===== src/design/uep_consts.svh =====
// constants for the usb endpoint control block: offsets, fields, reset values, timing
// assumes a 25 MHz clock and a plain address/strobe register port
`ifndef UEP_CONSTS_SVH
`define UEP_CONSTS_SVH
`define UEP_CLK_HZ 25000000
`define UEP_SUSPEND_US 3000
`define UEP_SUSPEND_CYC ((`UEP_SUSPEND_US * (`UEP_CLK_HZ / 1000000)))
`define UEP_RESUME_WAIT_US 5000
`define UEP_RESUME_WAIT_CYC ((`UEP_RESUME_WAIT_US * (`UEP_CLK_HZ / 1000000)))
`define UEP_RESUME_DRIVE_US 2000
`define UEP_RESUME_DRIVE_CYC ((`UEP_RESUME_DRIVE_US * (`UEP_CLK_HZ / 1000000)))
`define UEP_BUS_RESET_NS 2500
`define UEP_BUS_RESET_CYC (((`UEP_BUS_RESET_NS * (`UEP_CLK_HZ / 1000000)) + 999) / 1000)
`define UEP_REG_CTRL 4'h0
`define UEP_REG_STATUS 4'h1
`define UEP_REG_ADDR 4'h2
`define UEP_REG_EPSEL 4'h3
`define UEP_REG_EPCFG 4'h4
`define UEP_REG_EPCMD 4'h5
`define UEP_REG_EPFLAG 4'h6
`define UEP_CTRL_ENABLE 0
`define UEP_CTRL_DETACH 1
`define UEP_CTRL_LOWSPEED 2
`define UEP_CTRL_RESUME 3
`define UEP_CTRL_RESET 8'h02
`define UEP_ST_SUSPEND 0
`define UEP_ST_WAKE 1
`define UEP_ST_UPRESUME 2
`define UEP_ST_EORESUME 3
`define UEP_ST_BUSRESET 4
`define UEP_ADDR_ENABLE 7
`define UEP_DEFAULT_ADDR 7'h00
`define UEP_CFG_ENABLE 0
`define UEP_CFG_SIZE_LSB 1
`define UEP_CFG_BANK 4
`define UEP_CFG_RESERVE 5
`define UEP_CFG_CONTROL 6
`define UEP_CMD_STALL_SET 0
`define UEP_CMD_STALL_CLR 1
`define UEP_CMD_RESET_TOGGLE 2
`define UEP_FL_SETUP 0
`define UEP_FL_OUT 1
`define UEP_FL_STALLED 2
`define UEP_FL_INREADY 3
`define UEP_FL_FIFOCTL 4
`define UEP_FL_RWOK 5
`define UEP_FL_CONFIGURATION_VALID_FLAG 6
`define UEP_FL_TOGGLE 7
`endif


===== src/design/uep_pkg.sv =====
// types for the usb endpoint control block
// assumes uep_consts.svh supplies numeric constants
`default_nettype none
package uep_pkg;
  typedef enum logic [1:0] {
    UEP_TOK_OUT = 2'b00,
    UEP_TOK_IN = 2'b01,
    UEP_TOK_SETUP = 2'b10
  } uep_tok_e;
  typedef enum logic [1:0] {
    UEP_HS_NONE = 2'b00,
    UEP_HS_ACK = 2'b01,
    UEP_HS_NAK = 2'b10,
    UEP_HS_STALL = 2'b11
  } uep_hs_e;
  typedef enum logic [1:0] {
    UEP_RS_IDLE = 2'b00,
    UEP_RS_WAIT = 2'b01,
    UEP_RS_DRIVE = 2'b10
  } uep_rs_e;
  typedef struct packed {
    logic valid;
    uep_tok_e tok;
    logic [6:0] addr;
    logic [2:0] ep;
    logic retry;
  } uep_pkt_s;
  typedef struct packed {
    logic valid;
    uep_hs_e hs;
  } uep_ans_s;
endpackage : uep_pkg
`default_nettype wire


===== src/design/uep_ctrl.sv =====
// usb device endpoint control: selection, activation, address, suspend/resume, stall
// assumes a packet decoder ahead of it and line state sampled synchronously to clk
`default_nettype none
`include "uep_consts.svh"
module uep_ctrl
  import uep_pkg::*;
#(
  parameter int NUM_EP = 7,
  parameter int MEM_BYTES = 832,
  parameter int SUSPEND_CYC = `UEP_SUSPEND_CYC,
  parameter int RESUME_WAIT_CYC = `UEP_RESUME_WAIT_CYC,
  parameter int RESUME_DRIVE_CYC = `UEP_RESUME_DRIVE_CYC
) (
  input wire logic clk,
  input wire logic reset_n,
  input wire logic [3:0] reg_addr,
  input wire logic [7:0] reg_wdata,
  input wire logic reg_wr,
  input wire logic reg_rd,
  output logic [7:0] reg_rdata,
  input wire logic line_idle,
  input wire logic line_se0,
  input wire logic line_eor,
  input wire uep_pkt_s pkt,
  output uep_ans_s ans,
  output logic resume_drive,
  output logic pullup_dp,
  output logic pullup_dm,
  output logic full_speed
);
  localparam int BUS_RESET_CYC = `UEP_BUS_RESET_CYC;
  // refuse sizes that the 3-bit select and the fixed-width timers cannot reach
  if (NUM_EP < 1 || NUM_EP > 8) begin : g_bad_ep
    $error("uep_ctrl: NUM_EP must be 1..8");
  end
  if (MEM_BYTES < 8) begin : g_bad_mem
    $error("uep_ctrl: MEM_BYTES must hold one 8-byte endpoint");
  end
  if (SUSPEND_CYC < 1 || RESUME_WAIT_CYC < 1 || RESUME_DRIVE_CYC < 1) begin : g_bad_time
    $error("uep_ctrl: timing counts must be positive");
  end
  if (SUSPEND_CYC > 16777215 || RESUME_WAIT_CYC > 16777215
      || RESUME_DRIVE_CYC > 16777215) begin : g_big_time
    $error("uep_ctrl: timing counts must fit the 24-bit timers");
  end
  if (BUS_RESET_CYC < 1 || BUS_RESET_CYC > 255) begin : g_bad_se0
    $error("uep_ctrl: bus reset count must fit the 8-bit counter");
  end

  logic [7:0] ctrl_reg;
  logic [4:0] status_reg;
  logic [6:0] dev_addr_reg;
  logic addr_en_reg;
  logic [2:0] ep_sel_reg;
  logic [7:0] ep_cfg_reg [NUM_EP];
  logic [7:0] ep_flag_reg [NUM_EP];
  logic [NUM_EP-1:0] stall_rq_reg;
  logic [7:0] rdata_next;
  logic [23:0] idle_cnt_reg;
  logic [7:0] se0_cnt_reg;
  logic [23:0] rs_cnt_reg;
  uep_rs_e rs_state_reg;
  logic bus_reset;
  logic ctl_off;
  logic ans_match;
  logic wr_ctrl, wr_status, wr_addr, wr_sel, wr_cfg, wr_cmd, wr_flag;

  assign ctl_off = ~ctrl_reg[`UEP_CTRL_ENABLE];
  assign wr_ctrl = reg_wr && reg_addr == `UEP_REG_CTRL;
  assign wr_status = reg_wr && reg_addr == `UEP_REG_STATUS;
  assign wr_addr = reg_wr && reg_addr == `UEP_REG_ADDR;
  assign wr_sel = reg_wr && reg_addr == `UEP_REG_EPSEL;
  assign wr_cfg = reg_wr && reg_addr == `UEP_REG_EPCFG;
  assign wr_cmd = reg_wr && reg_addr == `UEP_REG_EPCMD;
  assign wr_flag = reg_wr && reg_addr == `UEP_REG_EPFLAG;
  assign bus_reset = line_se0 && se0_cnt_reg == 8'(BUS_RESET_CYC - 1);

  // bus reset detection; counter saturates so reset fires once per SE0
  always_ff @(posedge clk) begin
    if (!reset_n || !line_se0) begin
      se0_cnt_reg <= 8'h00;
    end else if (se0_cnt_reg != 8'(BUS_RESET_CYC)) begin
      se0_cnt_reg <= se0_cnt_reg + 8'h01;
    end
  end

  // line inactivity timer, shared by suspend and remote resume
  always_ff @(posedge clk) begin
    if (!reset_n || !line_idle || ctl_off) begin
      idle_cnt_reg <= 24'h000000;
    end else if (idle_cnt_reg != 24'hffffff) begin
      idle_cnt_reg <= idle_cnt_reg + 24'h000001;
    end
  end

  // general control: enable, detach, low speed, remote resume request
  always_ff @(posedge clk) begin
    if (!reset_n) begin
      ctrl_reg <= `UEP_CTRL_RESET;
    end else begin
      if (wr_ctrl) begin
        ctrl_reg <= {4'h0, reg_wdata[3:0]};
        // request only sticks while suspended
        ctrl_reg[`UEP_CTRL_RESUME] <= reg_wdata[`UEP_CTRL_RESUME]
          & status_reg[`UEP_ST_SUSPEND];
      end
      if (idle_cnt_reg == 24'(SUSPEND_CYC - 1)) begin
        ctrl_reg[`UEP_CTRL_LOWSPEED] <= 1'b0;
      end
      if (rs_state_reg == UEP_RS_DRIVE && rs_cnt_reg == 24'h000000) begin
        ctrl_reg[`UEP_CTRL_RESUME] <= 1'b0;
      end
    end
  end

  // event flags; hardware set wins over software clear (write 1 to clear)
  always_ff @(posedge clk) begin
    logic set_susp, set_wake;
    set_susp = idle_cnt_reg == 24'(SUSPEND_CYC - 1);
    set_wake = !line_idle && !line_se0;
    if (!reset_n) begin
      status_reg <= 5'h00;
    end else begin
      if (wr_status) begin
        status_reg <= status_reg & ~reg_wdata[4:0];
      end
      if (set_susp) begin
        status_reg[`UEP_ST_SUSPEND] <= 1'b1;
        status_reg[`UEP_ST_WAKE] <= 1'b0;
      end
      if (set_wake) begin
        status_reg[`UEP_ST_WAKE] <= 1'b1;
        status_reg[`UEP_ST_SUSPEND] <= 1'b0;
      end
      if (rs_state_reg == UEP_RS_WAIT && idle_cnt_reg >= 24'(RESUME_WAIT_CYC)) begin
        status_reg[`UEP_ST_UPRESUME] <= 1'b1;
        status_reg[`UEP_ST_SUSPEND] <= 1'b0;
      end
      if (line_eor) begin
        status_reg[`UEP_ST_EORESUME] <= 1'b1;
      end
      if (bus_reset) begin
        status_reg[`UEP_ST_BUSRESET] <= 1'b1;
      end
    end
  end

  // upstream resume sequencer
  always_ff @(posedge clk) begin
    if (!reset_n || ctl_off) begin
      rs_state_reg <= UEP_RS_IDLE;
      rs_cnt_reg <= 24'h000000;
    end else begin
      case (rs_state_reg)
        UEP_RS_IDLE: begin
          if (ctrl_reg[`UEP_CTRL_RESUME]) begin
            rs_state_reg <= UEP_RS_WAIT;
          end
        end
        UEP_RS_WAIT: begin
          if (idle_cnt_reg >= 24'(RESUME_WAIT_CYC)) begin
            rs_state_reg <= UEP_RS_DRIVE;
            rs_cnt_reg <= 24'(RESUME_DRIVE_CYC - 1);
          end
        end
        UEP_RS_DRIVE: begin
          if (rs_cnt_reg == 24'h000000) begin
            rs_state_reg <= UEP_RS_IDLE;
          end else begin
            rs_cnt_reg <= rs_cnt_reg - 24'h000001;
          end
        end
        default: rs_state_reg <= UEP_RS_IDLE;
      endcase
    end
  end

  // device address and its enable
  always_ff @(posedge clk) begin
    if (!reset_n || bus_reset) begin
      dev_addr_reg <= `UEP_DEFAULT_ADDR;
      addr_en_reg <= 1'b0;
    end else if (ctl_off) begin
      addr_en_reg <= 1'b0;
    end else if (wr_addr) begin
      dev_addr_reg <= reg_wdata[6:0];
      addr_en_reg <= reg_wdata[`UEP_ADDR_ENABLE];
    end
  end

  // endpoint selection steers every endpoint register access
  always_ff @(posedge clk) begin
    if (!reset_n) begin
      ep_sel_reg <= 3'h0;
    end else if (wr_sel) begin
      ep_sel_reg <= reg_wdata[2:0];
    end
  end

  genvar gi;
  generate
    for (gi = 0; gi < NUM_EP; gi++) begin : g_ep
      logic sel, hit, setup_in, stall_out;
      assign sel = ep_sel_reg == 3'(gi);
      assign hit = pkt.valid && pkt.ep == 3'(gi) && ans_match;
      assign setup_in = hit && pkt.tok == UEP_TOK_SETUP && ep_cfg_reg[gi][`UEP_CFG_CONTROL]
        && ep_flag_reg[gi][`UEP_FL_CONFIGURATION_VALID_FLAG];
      assign stall_out = hit && !setup_in && stall_rq_reg[gi] && !pkt.retry
        && ep_flag_reg[gi][`UEP_FL_CONFIGURATION_VALID_FLAG];

      // configuration survives disable; memory stays reserved
      always_ff @(posedge clk) begin
        if (!reset_n || (bus_reset && gi != 0)) begin
          ep_cfg_reg[gi] <= 8'h00;
        end else if (bus_reset) begin
          ep_cfg_reg[gi][`UEP_CFG_ENABLE] <= 1'b0;
        end else if (wr_cfg && sel) begin
          ep_cfg_reg[gi] <= reg_wdata;
        end
      end

      always_ff @(posedge clk) begin
        logic size_ok;
        size_ok = (32'd8 << reg_wdata[3:1]) * (reg_wdata[`UEP_CFG_BANK] ? 32'd2 : 32'd1)
          <= 32'(MEM_BYTES);
        if (!reset_n || ctl_off || !ep_cfg_reg[gi][`UEP_CFG_ENABLE]) begin
          stall_rq_reg[gi] <= 1'b0;
          ep_flag_reg[gi] <= 8'h00;
          if (wr_cfg && sel && reset_n && !ctl_off) begin
            ep_flag_reg[gi][`UEP_FL_CONFIGURATION_VALID_FLAG] <= reg_wdata[`UEP_CFG_ENABLE] && size_ok;
          end
        end else begin
          if (wr_cfg && sel) begin
            ep_flag_reg[gi][`UEP_FL_CONFIGURATION_VALID_FLAG] <= reg_wdata[`UEP_CFG_ENABLE] && size_ok;
          end
          if (wr_flag && sel) begin
            ep_flag_reg[gi][5:0] <= ep_flag_reg[gi][5:0] & reg_wdata[5:0];
          end
          if (wr_cmd && sel && reg_wdata[`UEP_CMD_STALL_SET]) begin
            stall_rq_reg[gi] <= 1'b1;
          end
          if (wr_cmd && sel && reg_wdata[`UEP_CMD_STALL_CLR]) begin
            stall_rq_reg[gi] <= 1'b0;
          end
          if (wr_cmd && sel && reg_wdata[`UEP_CMD_RESET_TOGGLE]) begin
            ep_flag_reg[gi][`UEP_FL_TOGGLE] <= 1'b0;
          end
          if (setup_in) begin
            stall_rq_reg[gi] <= 1'b0;
            ep_flag_reg[gi][6:0] <= ep_flag_reg[gi][6:0] & 7'h40;
            ep_flag_reg[gi][`UEP_FL_SETUP] <= 1'b1;
            ep_flag_reg[gi][`UEP_FL_TOGGLE] <= 1'b1;
          end else if (stall_out) begin
            ep_flag_reg[gi][`UEP_FL_STALLED] <= 1'b1;
          end else if (hit && ep_flag_reg[gi][`UEP_FL_CONFIGURATION_VALID_FLAG] && !pkt.retry
            && !stall_rq_reg[gi]) begin
            // a NAKed or stalled packet is dropped and raises no data flags
            ep_flag_reg[gi][`UEP_FL_TOGGLE] <= ~ep_flag_reg[gi][`UEP_FL_TOGGLE];
            if (pkt.tok == UEP_TOK_OUT) begin
              ep_flag_reg[gi][`UEP_FL_OUT] <= 1'b1;
              if (!ep_cfg_reg[gi][`UEP_CFG_CONTROL]) begin
                ep_flag_reg[gi][`UEP_FL_RWOK] <= 1'b1;
                ep_flag_reg[gi][`UEP_FL_FIFOCTL] <= 1'b1;
              end
            end else begin
              ep_flag_reg[gi][`UEP_FL_INREADY] <= 1'b1;
            end
          end
        end
      end
    end
  endgenerate

  // only the stored address once enabled, else only the default one
  assign ans_match = addr_en_reg ? (pkt.addr == dev_addr_reg)
    : (pkt.addr == `UEP_DEFAULT_ADDR);

  // handshake selection for the addressed endpoint
  always_ff @(posedge clk) begin
    logic [2:0] e;
    e = pkt.ep;
    if (!reset_n || ctl_off) begin
      ans <= '0;
    end else if (pkt.valid && ans_match && 32'(e) < NUM_EP) begin
      ans.valid <= 1'b1;
      if (!ep_cfg_reg[e][`UEP_CFG_ENABLE] || !ep_flag_reg[e][`UEP_FL_CONFIGURATION_VALID_FLAG]) begin
        ans.valid <= 1'b0;
        ans.hs <= UEP_HS_NONE;
      end else if (pkt.tok == UEP_TOK_SETUP && ep_cfg_reg[e][`UEP_CFG_CONTROL]) begin
        ans.hs <= UEP_HS_ACK;
      end else if (pkt.retry) begin
        // retry checked ahead of stall so a busy endpoint never stalls by mistake
        ans.hs <= UEP_HS_NAK;
      end else if (stall_rq_reg[e]) begin
        ans.hs <= UEP_HS_STALL;
      end else begin
        ans.hs <= UEP_HS_ACK;
      end
    end else begin
      ans <= '0;
    end
  end

  // pins: pull-up by speed, gated by detach and enable
  always_ff @(posedge clk) begin
    if (!reset_n) begin
      pullup_dp <= 1'b0;
      pullup_dm <= 1'b0;
      full_speed <= 1'b1;
      resume_drive <= 1'b0;
    end else begin
      // pull-ups follow the control register one cycle later
      pullup_dp <= !ctl_off && !ctrl_reg[`UEP_CTRL_DETACH]
        && !ctrl_reg[`UEP_CTRL_LOWSPEED];
      pullup_dm <= !ctl_off && !ctrl_reg[`UEP_CTRL_DETACH]
        && ctrl_reg[`UEP_CTRL_LOWSPEED];
      full_speed <= !ctrl_reg[`UEP_CTRL_LOWSPEED];
      resume_drive <= rs_state_reg == UEP_RS_DRIVE;
    end
  end

  // read mux; stall-clear never reads set, control fifo/rw read 0
  always_comb begin
    rdata_next = 8'h00;
    case (reg_addr)
      `UEP_REG_CTRL: rdata_next = ctrl_reg;
      `UEP_REG_STATUS: rdata_next = {3'h0, status_reg};
      `UEP_REG_ADDR: rdata_next = {addr_en_reg, dev_addr_reg};
      `UEP_REG_EPSEL: rdata_next = {5'h00, ep_sel_reg};
      `UEP_REG_EPCFG: rdata_next = (32'(ep_sel_reg) < NUM_EP) ? ep_cfg_reg[ep_sel_reg] : 8'h00;
      `UEP_REG_EPCMD: rdata_next = (32'(ep_sel_reg) < NUM_EP)
        ? {7'h00, stall_rq_reg[ep_sel_reg]} : 8'h00;
      `UEP_REG_EPFLAG: begin
        if (32'(ep_sel_reg) < NUM_EP) begin
          rdata_next = ep_flag_reg[ep_sel_reg];
          if (ep_cfg_reg[ep_sel_reg][`UEP_CFG_CONTROL]) begin
            rdata_next[`UEP_FL_FIFOCTL] = 1'b0;
            rdata_next[`UEP_FL_RWOK] = 1'b0;
          end
        end
      end
      default: rdata_next = 8'h00;
    endcase
  end

  always_ff @(posedge clk) begin
    if (!reset_n) begin
      reg_rdata <= 8'h00;
    end else begin
      reg_rdata <= reg_rd ? rdata_next : 8'h00;
    end
  end
endmodule : uep_ctrl
`default_nettype wire


===== config.mk =====
export PLATFORM = sky130hd
export DESIGN_NAME = uep_ctrl
export DESIGN_NICKNAME = d
export VERILOG_FILES = /design/src/design/uep_pkg.sv /design/src/design/uep_ctrl.sv
export VERILOG_INCLUDE_DIRS = /design/src /design/src/design
export SDC_FILE = /design/constraint.sdc
export NUM_CORES = 1
export LEC_CHECK = 0
export BUFFER_PORTS_ARGS = -buffer_cell sky130_fd_sc_hd__buf_2
export CORE_MARGIN = 2
export CORE_UTILIZATION = 55
export CTS_CLUSTER_SIZE = 20
export DETAILED_ROUTE_END_ITERATION = 10
export PLACE_DENSITY = 0.72
export SKIP_CTS_REPAIR_TIMING = 1
export SYNTH_ARGS = -nofsm -noshare
export SYNTH_HDL_FRONTEND = slang
export SYNTH_SLANG_ARGS = --single-unit

===== constraint.sdc =====
create_clock -name clk -period 3.3 [get_ports clk]
set_input_delay 0.66 -clock clk [delete_from_list [all_inputs] [get_ports clk]]
set_output_delay 0.66 -clock clk [all_outputs]
set_load 0.01 [all_outputs]

==> results.sh, run 1 <==
export IMPL_outcome="completed"
export IMPL_wl_met3_mm=3.08
export IMPL_reg2reg_from="dev_addr_reg[6]"
export IMPL_ys_warn_count=0
export IMPL_cp_data_arrival_time_ns=3.01
export IMPL_hold_depth=3
export IMPL_yosys_top_cells_count="nand2_1, edfxtp_1, dfxtp_1"
export IMPL_critPathRequiredTime_ns=3.50
export IMPL_cts_tree="built"
export IMPL_finalSetupViolCount=0
export IMPL_ys_types=79
export IMPL_ir_drop_uv=408
export IMPL_grt_overflow=0
export IMPL_areaGrowthSynthToFinish_pct=11.3
export IMPL_fin_cells=1550
export IMPL_synth_top_area_share_pct=28.5
export IMPL_grt_use_total_pct=29.7
export IMPL_skew_ns=0.0126
export IMPL_ys_async_sr_fraction_pct=0
export IMPL_period_share_pct=85.2
export IMPL_via_per_inst=6.46
export IMPL_syn_avg_cell_area_um2=9.63
export IMPL_hp_start="line_eor"
export IMPL_dieArea_mm2=0.0226
export IMPL_fillers=1736
export IMPL_regArea_mm2=0.00543
export IMPL_power_uw=5740
export IMPL_slew_headroom_pct=30.6
export IMPL_cts_made_buffers=24
export IMPL_row_count=53
export IMPL_worstMarginPinSlew_ns=1.04
export IMPL_insertion_delay_ns=0.54
export IMPL_root_buffer="clkbuf_16"
export IMPL_syn_inst=1224
export IMPL_antenna_found_initial=1
export IMPL_fmax_mhz=356
export IMPL_place_congestion=0.975
export IMPL_tns_ns=0
export IMPL_clock_sink_count=215
export IMPL_hold_ws_ns=0.388
export IMPL_fp_dieH_um=150
export IMPL_cts_buffer_depth=3
export IMPL_num_io_pins=48
export IMPL_route_vias_total=10000
export IMPL_ant_nets=0
export IMPL_leakage_uw=0.00462
export IMPL_slew_viol_final=0
export IMPL_hold_class="in2reg"
export IMPL_synth_nets=1262
export IMPL_die_w_um=150
export IMPL_ys_seq_area_share_pct=46.0
export IMPL_grt_max_degree=24
export IMPL_drt_pass1_iter_count=5
export IMPL_critPathCaptureType="register"
export IMPL_placed_cells=1505
export IMPL_yosysMostFrequentCell="nand2_1"
export IMPL_start_util_pct=56.1
export IMPL_drt_total_wl_mm=33.1
export IMPL_synth_largest_area_cell="edfxtp_1"
export IMPL_path_max_fanout=16
export IMPL_synth_area_leaders="edfxtp_1, dfxtp_1, nand2_1, mux4_2, a21oi_1"
export IMPL_p_per_area_mw_per_mm2=437
export IMPL_coreArea_mm2=0.0210
export IMPL_drt_iter0_markers=987
export IMPL_cts_max_level=1
export IMPL_cp_start_kind="register"
export IMPL_syn_area_mm2=0.0118
export IMPL_multi_input_area_mm2=0.00597
export IMPL_hold_violations=0
export IMPL_ys_seq_elements=215
export IMPL_hold_end="status_reg[3]"
export IMPL_grt_pass1_vias=9644
export IMPL_synth_edf_count=112
export IMPL_layout_nets=1294
export IMPL_min_period_ns=2.81
export IMPL_dpl_hpwl_mm=23.5
export IMPL_rsz0062_at_grt="false"
export IMPL_drive_gt1_share_pct=14.2
export IMPL_synth_main_ff_cell="edfxtp_1"
export IMPL_port_buffers=47
export IMPL_path_class="reg2reg"
export IMPL_max_cap_violations=0
export IMPL_route_met2_wl_mm=15.1
export IMPL_top_layer="met4"
export IMPL_drc=0
export IMPL_clk_pin_slew_ns=0.06
export IMPL_rr_worst_depth=6
export IMPL_met1_length_mm=13.4
export IMPL_grt_first_pass_wirelength_mm=52.3
export IMPL_wl_per_cell_um=21.4
export IMPL_r2r_end="ep_flag_reg[4][7]"
export IMPL_timing_reg2reg_setup_slack_ns=0.49
-- power by group --
| group | internal [uW] | total [uW] | leakage [uW] | switching, uW |
|---|---|---|---|---|
| combinational | 77.5 | 238 | 0.00214 | 160 |
| sequential | 2830 | 2850 | 0.00210 | 27.6 |
| clock | 1540 | 2640 | 0.000379 | 1110 |
-- worst max-delay path by stage --
stage	start	end	slack (ns)	depth (start not counted)
6_report	dev_addr_reg[6]	ep_flag_reg[4][7]	0.49	6
2_1_floorplan	reg_addr[3]	ep_cfg_reg[0][1]	0.70	5
4_1_cts	dev_addr_reg[2]	ep_flag_reg[4][7]	0.52	6
5_1_grt	dev_addr_reg[2]	ep_flag_reg[5][4]	0.35	6
3_5_place_dp	pkt[8]	ep_flag_reg[4][7]	0.16	7
3_3_place_gp	pkt[6]	ep_flag_reg[4][7]	0.27	7
-- per-layer routing --
| layer | global-route usage [%] | up-vias |
|---|---|---|
| met4 | 13.3 | 0 |
| met2 | 47.0 | 505 |
| met3 | 4.24 | 98 |
| met5 | 0 | - |
| met1 | 40.5 | 4777 |
| li1 | - | 4639 |
-- kinds of logic after synthesis --
group / after synthesis / share of synthesized area (%)
adders and majority gates: 5 / 0.531
DFF: 215 / 46.0
muxes: 72 / 8.60
xor gates and xnor gates: 31 / 2.30
and+or+nand+nor: 551 / 25.2
AOI/OAI and AO/OA: 252 / 14.0
buffers and inverters: 98 / 3.33
-- final cells by class --
cell class | instances | share of cell area (%)
inverter | 18 | 0.515
sequential | 215 | 41.4
clock inverter | 8 | 0.563
antenna | 1 | 0.0191
timing repair buffer | 86 | 4.12
tap | 275 | 2.62
clock buffer | 36 | 5.31
multi-input combinational | 911 | 45.5
-- critical path, cell delays in order (launching register included) --
cell,delay [ns]
dfxtp_1,0.42
xnor2_1,0.15
nand2_1,0.12
o41ai_4,0.97
buf_4,0.34
nand2_1,0.12
o311ai_0,0.35
-- metrics by stage --
step / setup slack [ns] / cell area (um2) / util [%]
global placement: 0.265 / 12300 / 58.7
CTS: 0.523 / 13100 / 62.4
global route: 0.351 / 13100 / 62.4
finish: 0.490 / 13100 / 62.4
detailed placement: 0.161 / 12300 / 58.7
floorplan: 0.702 / 11800 / -
-- cells in the final DEF (no fill, tap or decap), types with 11 or more instances in the layout --
| cell type | Yosys | routed |
|---|---|---|
| a211oi_1 | 11 | 11 |
| nand4_1 | 30 | 30 |
| nand3_1 | 62 | 62 |
| a21oi_1 | 85 | 85 |
| and2_1 | 66 | 66 |
| inv_1 | 18 | 18 |
| edfxtp_1 | 112 | 112 |
| or4_1 | 12 | 12 |
| nor2_1 | 77 | 77 |
| nand2_1 | 144 | 144 |
| mux2_2 | 14 | 14 |
| or3_1 | 16 | 16 |
| clkbuf_16 | 0 | 25 |
| mux4_2 | 22 | 22 |
| dfxtp_1 | 103 | 102 |
| nor3_1 | 16 | 16 |
| mux2i_1 | 36 | 36 |
| o21ai_0 | 47 | 47 |
| and3_1 | 38 | 38 |
| buf_2 | 11 | 47 |
| buf_4 | 1 | 38 |
| nor2b_1 | 16 | 16 |
| xnor2_1 | 21 | 21 |
No activity file was read; power rests on OpenSTA's default activity.
==> inputs of run 2 (changes only) <==
--- a/config.mk
+++ b/config.mk
@@ -7,11 +7,13 @@
 export NUM_CORES = 1
 export LEC_CHECK = 0
 export BUFFER_PORTS_ARGS = -buffer_cell sky130_fd_sc_hd__buf_2
+export CELL_PAD_IN_SITES_DETAIL_PLACEMENT = 0
+export CELL_PAD_IN_SITES_GLOBAL_PLACEMENT = 1
 export CORE_MARGIN = 2
-export CORE_UTILIZATION = 55
+export CORE_UTILIZATION = 49
 export CTS_CLUSTER_SIZE = 20
 export DETAILED_ROUTE_END_ITERATION = 10
-export PLACE_DENSITY = 0.72
+export PLACE_DENSITY_LB_ADDON = 0.1
 export SKIP_CTS_REPAIR_TIMING = 1
 export SYNTH_ARGS = -nofsm -noshare
 export SYNTH_HDL_FRONTEND = slang
==> run 2 against run 1 <==
Compared with the run above:
- sequential power barely moved
- power rose by 1.9%
- fmax rose by 7.5%
- clock skew rose by 0.011 ns
- non-clock buffer count fell by 3
- clock power rose by 4%
- via count fell by 2.2%
- largest cell class unchanged
==> results.sh, run 2 (synthesis results as in run 1) <==
export IMPL_route_vias_total=9801
export IMPL_root_buffer="clkbuf_16"
export IMPL_use_met2_pct=43.4
export IMPL_num_io_pins=48
export IMPL_critPathRequiredTime_ns=3.56
export IMPL_tns_ns=0
export IMPL_grt_max_degree=47
export IMPL_max_cap_violations=0
export IMPL_reg2reg_from="dev_addr_reg[1]"
export IMPL_coreArea_mm2=0.0235
export IMPL_placed_cells=1546
export IMPL_layout_nets=1292
export IMPL_worstMarginPinSlew_ns=0.961
export IMPL_leakage_uw=0.00461
export IMPL_areaGrowthSynthToFinish_pct=12.1
export IMPL_dieArea_mm2=0.0253
export IMPL_grtUsageMet3_pct=3.96
export IMPL_slew_viol_final=0
export IMPL_final_common_cell="nand2_1"
export IMPL_grt_most_used_layer="met2"
export IMPL_grt_pass1_vias=9356
export IMPL_period_share_pct=79.2
export IMPL_critPathCaptureType="register"
export IMPL_max_stage_delay_ns=0.79
export IMPL_cts_max_level=1
export IMPL_path_class="reg2reg"
export IMPL_cts_buffer_depth=3
export IMPL_fmax_mhz=383
export IMPL_fp_dieH_um=159
export IMPL_via_per_inst=6.15
export IMPL_path_max_fanout=16
export IMPL_cts_tree="built"
export IMPL_timing_reg2reg_setup_slack_ns=0.69
export IMPL_slew_headroom_pct=35.8
export IMPL_hold_class="in2reg"
export IMPL_drc=0
export IMPL_hold_violations=0
export IMPL_drt_iter0_markers=859
export IMPL_p_per_area_mw_per_mm2=443
export IMPL_dpl_hpwl_mm=24.9
export IMPL_skew_ns=0.0232
export IMPL_layout_common_cells="nand2_1, edfxtp_1, dfxtp_1"
export IMPL_insertion_delay_ns=0.54
export IMPL_grt_use_total_pct=26.8
export IMPL_clk_pin_slew_ns=0.07
export IMPL_place_congestion=0.897
export IMPL_rr_worst_depth=5
export IMPL_grt_first_pass_wirelength_mm=53.9
export IMPL_rsz0062_at_grt="false"
export IMPL_ant_nets=0
export IMPL_cp_data_arrival_time_ns=2.88
export IMPL_start_util_pct=50.1
export IMPL_cp_start_kind="register"
export IMPL_port_buffers=47
export IMPL_crit_chain="xnor2_1 -> nand2_1 -> o41a_1 -> o41ai_1 -> o21ai_0"
export IMPL_worstSetupStartpoint="dev_addr_reg[1]"
export IMPL_cp_endpoint="ep_flag_reg[6][4]"
export IMPL_min_period_ns=2.61
export IMPL_wl_per_cell_um=21.7
export IMPL_drt_pass1_iter_count=5
export IMPL_finalSetupViolCount=0
export IMPL_antenna_found_initial=4
export IMPL_die_w_um=159
export IMPL_clock_sink_count=215
export IMPL_grt_overflow=0
export IMPL_fin_cells=1593
export IMPL_outcome="completed"
export IMPL_ir_drop_uv=336
export IMPL_r2r_end="ep_flag_reg[6][4]"
export IMPL_drive_gt1_share_pct=14.3
export IMPL_row_count=56
export IMPL_crit_slowest_cell="o41a_1"
export IMPL_cts_made_buffers=25
export IMPL_use_met1_pct=36.4
export IMPL_drt_total_wl_mm=34.6
[run 2: worst min-delay path by stage]
stage,start,endpoint,slack [ns],cells past startpoint
final,pkt[0],ans[0],0.38,2
after global routing,pkt[0],ans[0],0.40,2
after CTS,pkt[0],ans[0],0.36,2
after detailed placement,rs_cnt_reg[12],rs_cnt_reg[12],0.46,2
after global placement,status_reg[2],status_reg[2],0.45,2
after floorplan,ctrl_reg[2],full_speed,0.39,1
[run 2: area by class of cell]
class,count,area [um2]
diodes,2,5.00
repair buffers,83,531
clock buffers,34,689
flip-flops and latches,215,5430
well taps,319,399
clock inverters,11,121
inverters,18,67.6
fillers,2189,10300
multi-input cells,911,5970
[run 2: critical path: cells and delay by family, from the launching register on]
kind / cells / cell delay, ns
AO/OA/AOI/OAI: 3 / 1.67
XOR/XNOR: 1 / 0.14
flip-flops: 1 / 0.42
AND/OR/NAND/NOR: 1 / 0.13
[run 2: through the flow]
step	setup WS (ns)	instance area, um2	utilization [%]	hold slack (ns)	power, uW
3_5_place_dp	0.362	12400	52.6	0.459	3150
2_1_floorplan	0.702	11800	-	0.387	3030
4_1_cts	0.698	13200	56.1	0.359	5890
5_1_grt	0.502	13200	56.1	0.398	6010
6_report	0.687	13200	56.1	0.377	5850
3_3_place_gp	0.402	12400	52.6	0.455	3150
[run 2: layer usage]
layer / share of wire [%] / routed length [um]
met1: 44 / 15200
met2: 46 / 15900
met3: 6.3 / 2180
met4: 3.9 / 1340
met5: 0.069 / 24
[run 2: power breakdown]
part	switching, uW	internal, uW	leakage (uW)
clock	1130	1620	0.000383
combinational	162	78.1	0.00212
sequential	29.1	2830	0.00210
total	1320	4520	0.00461
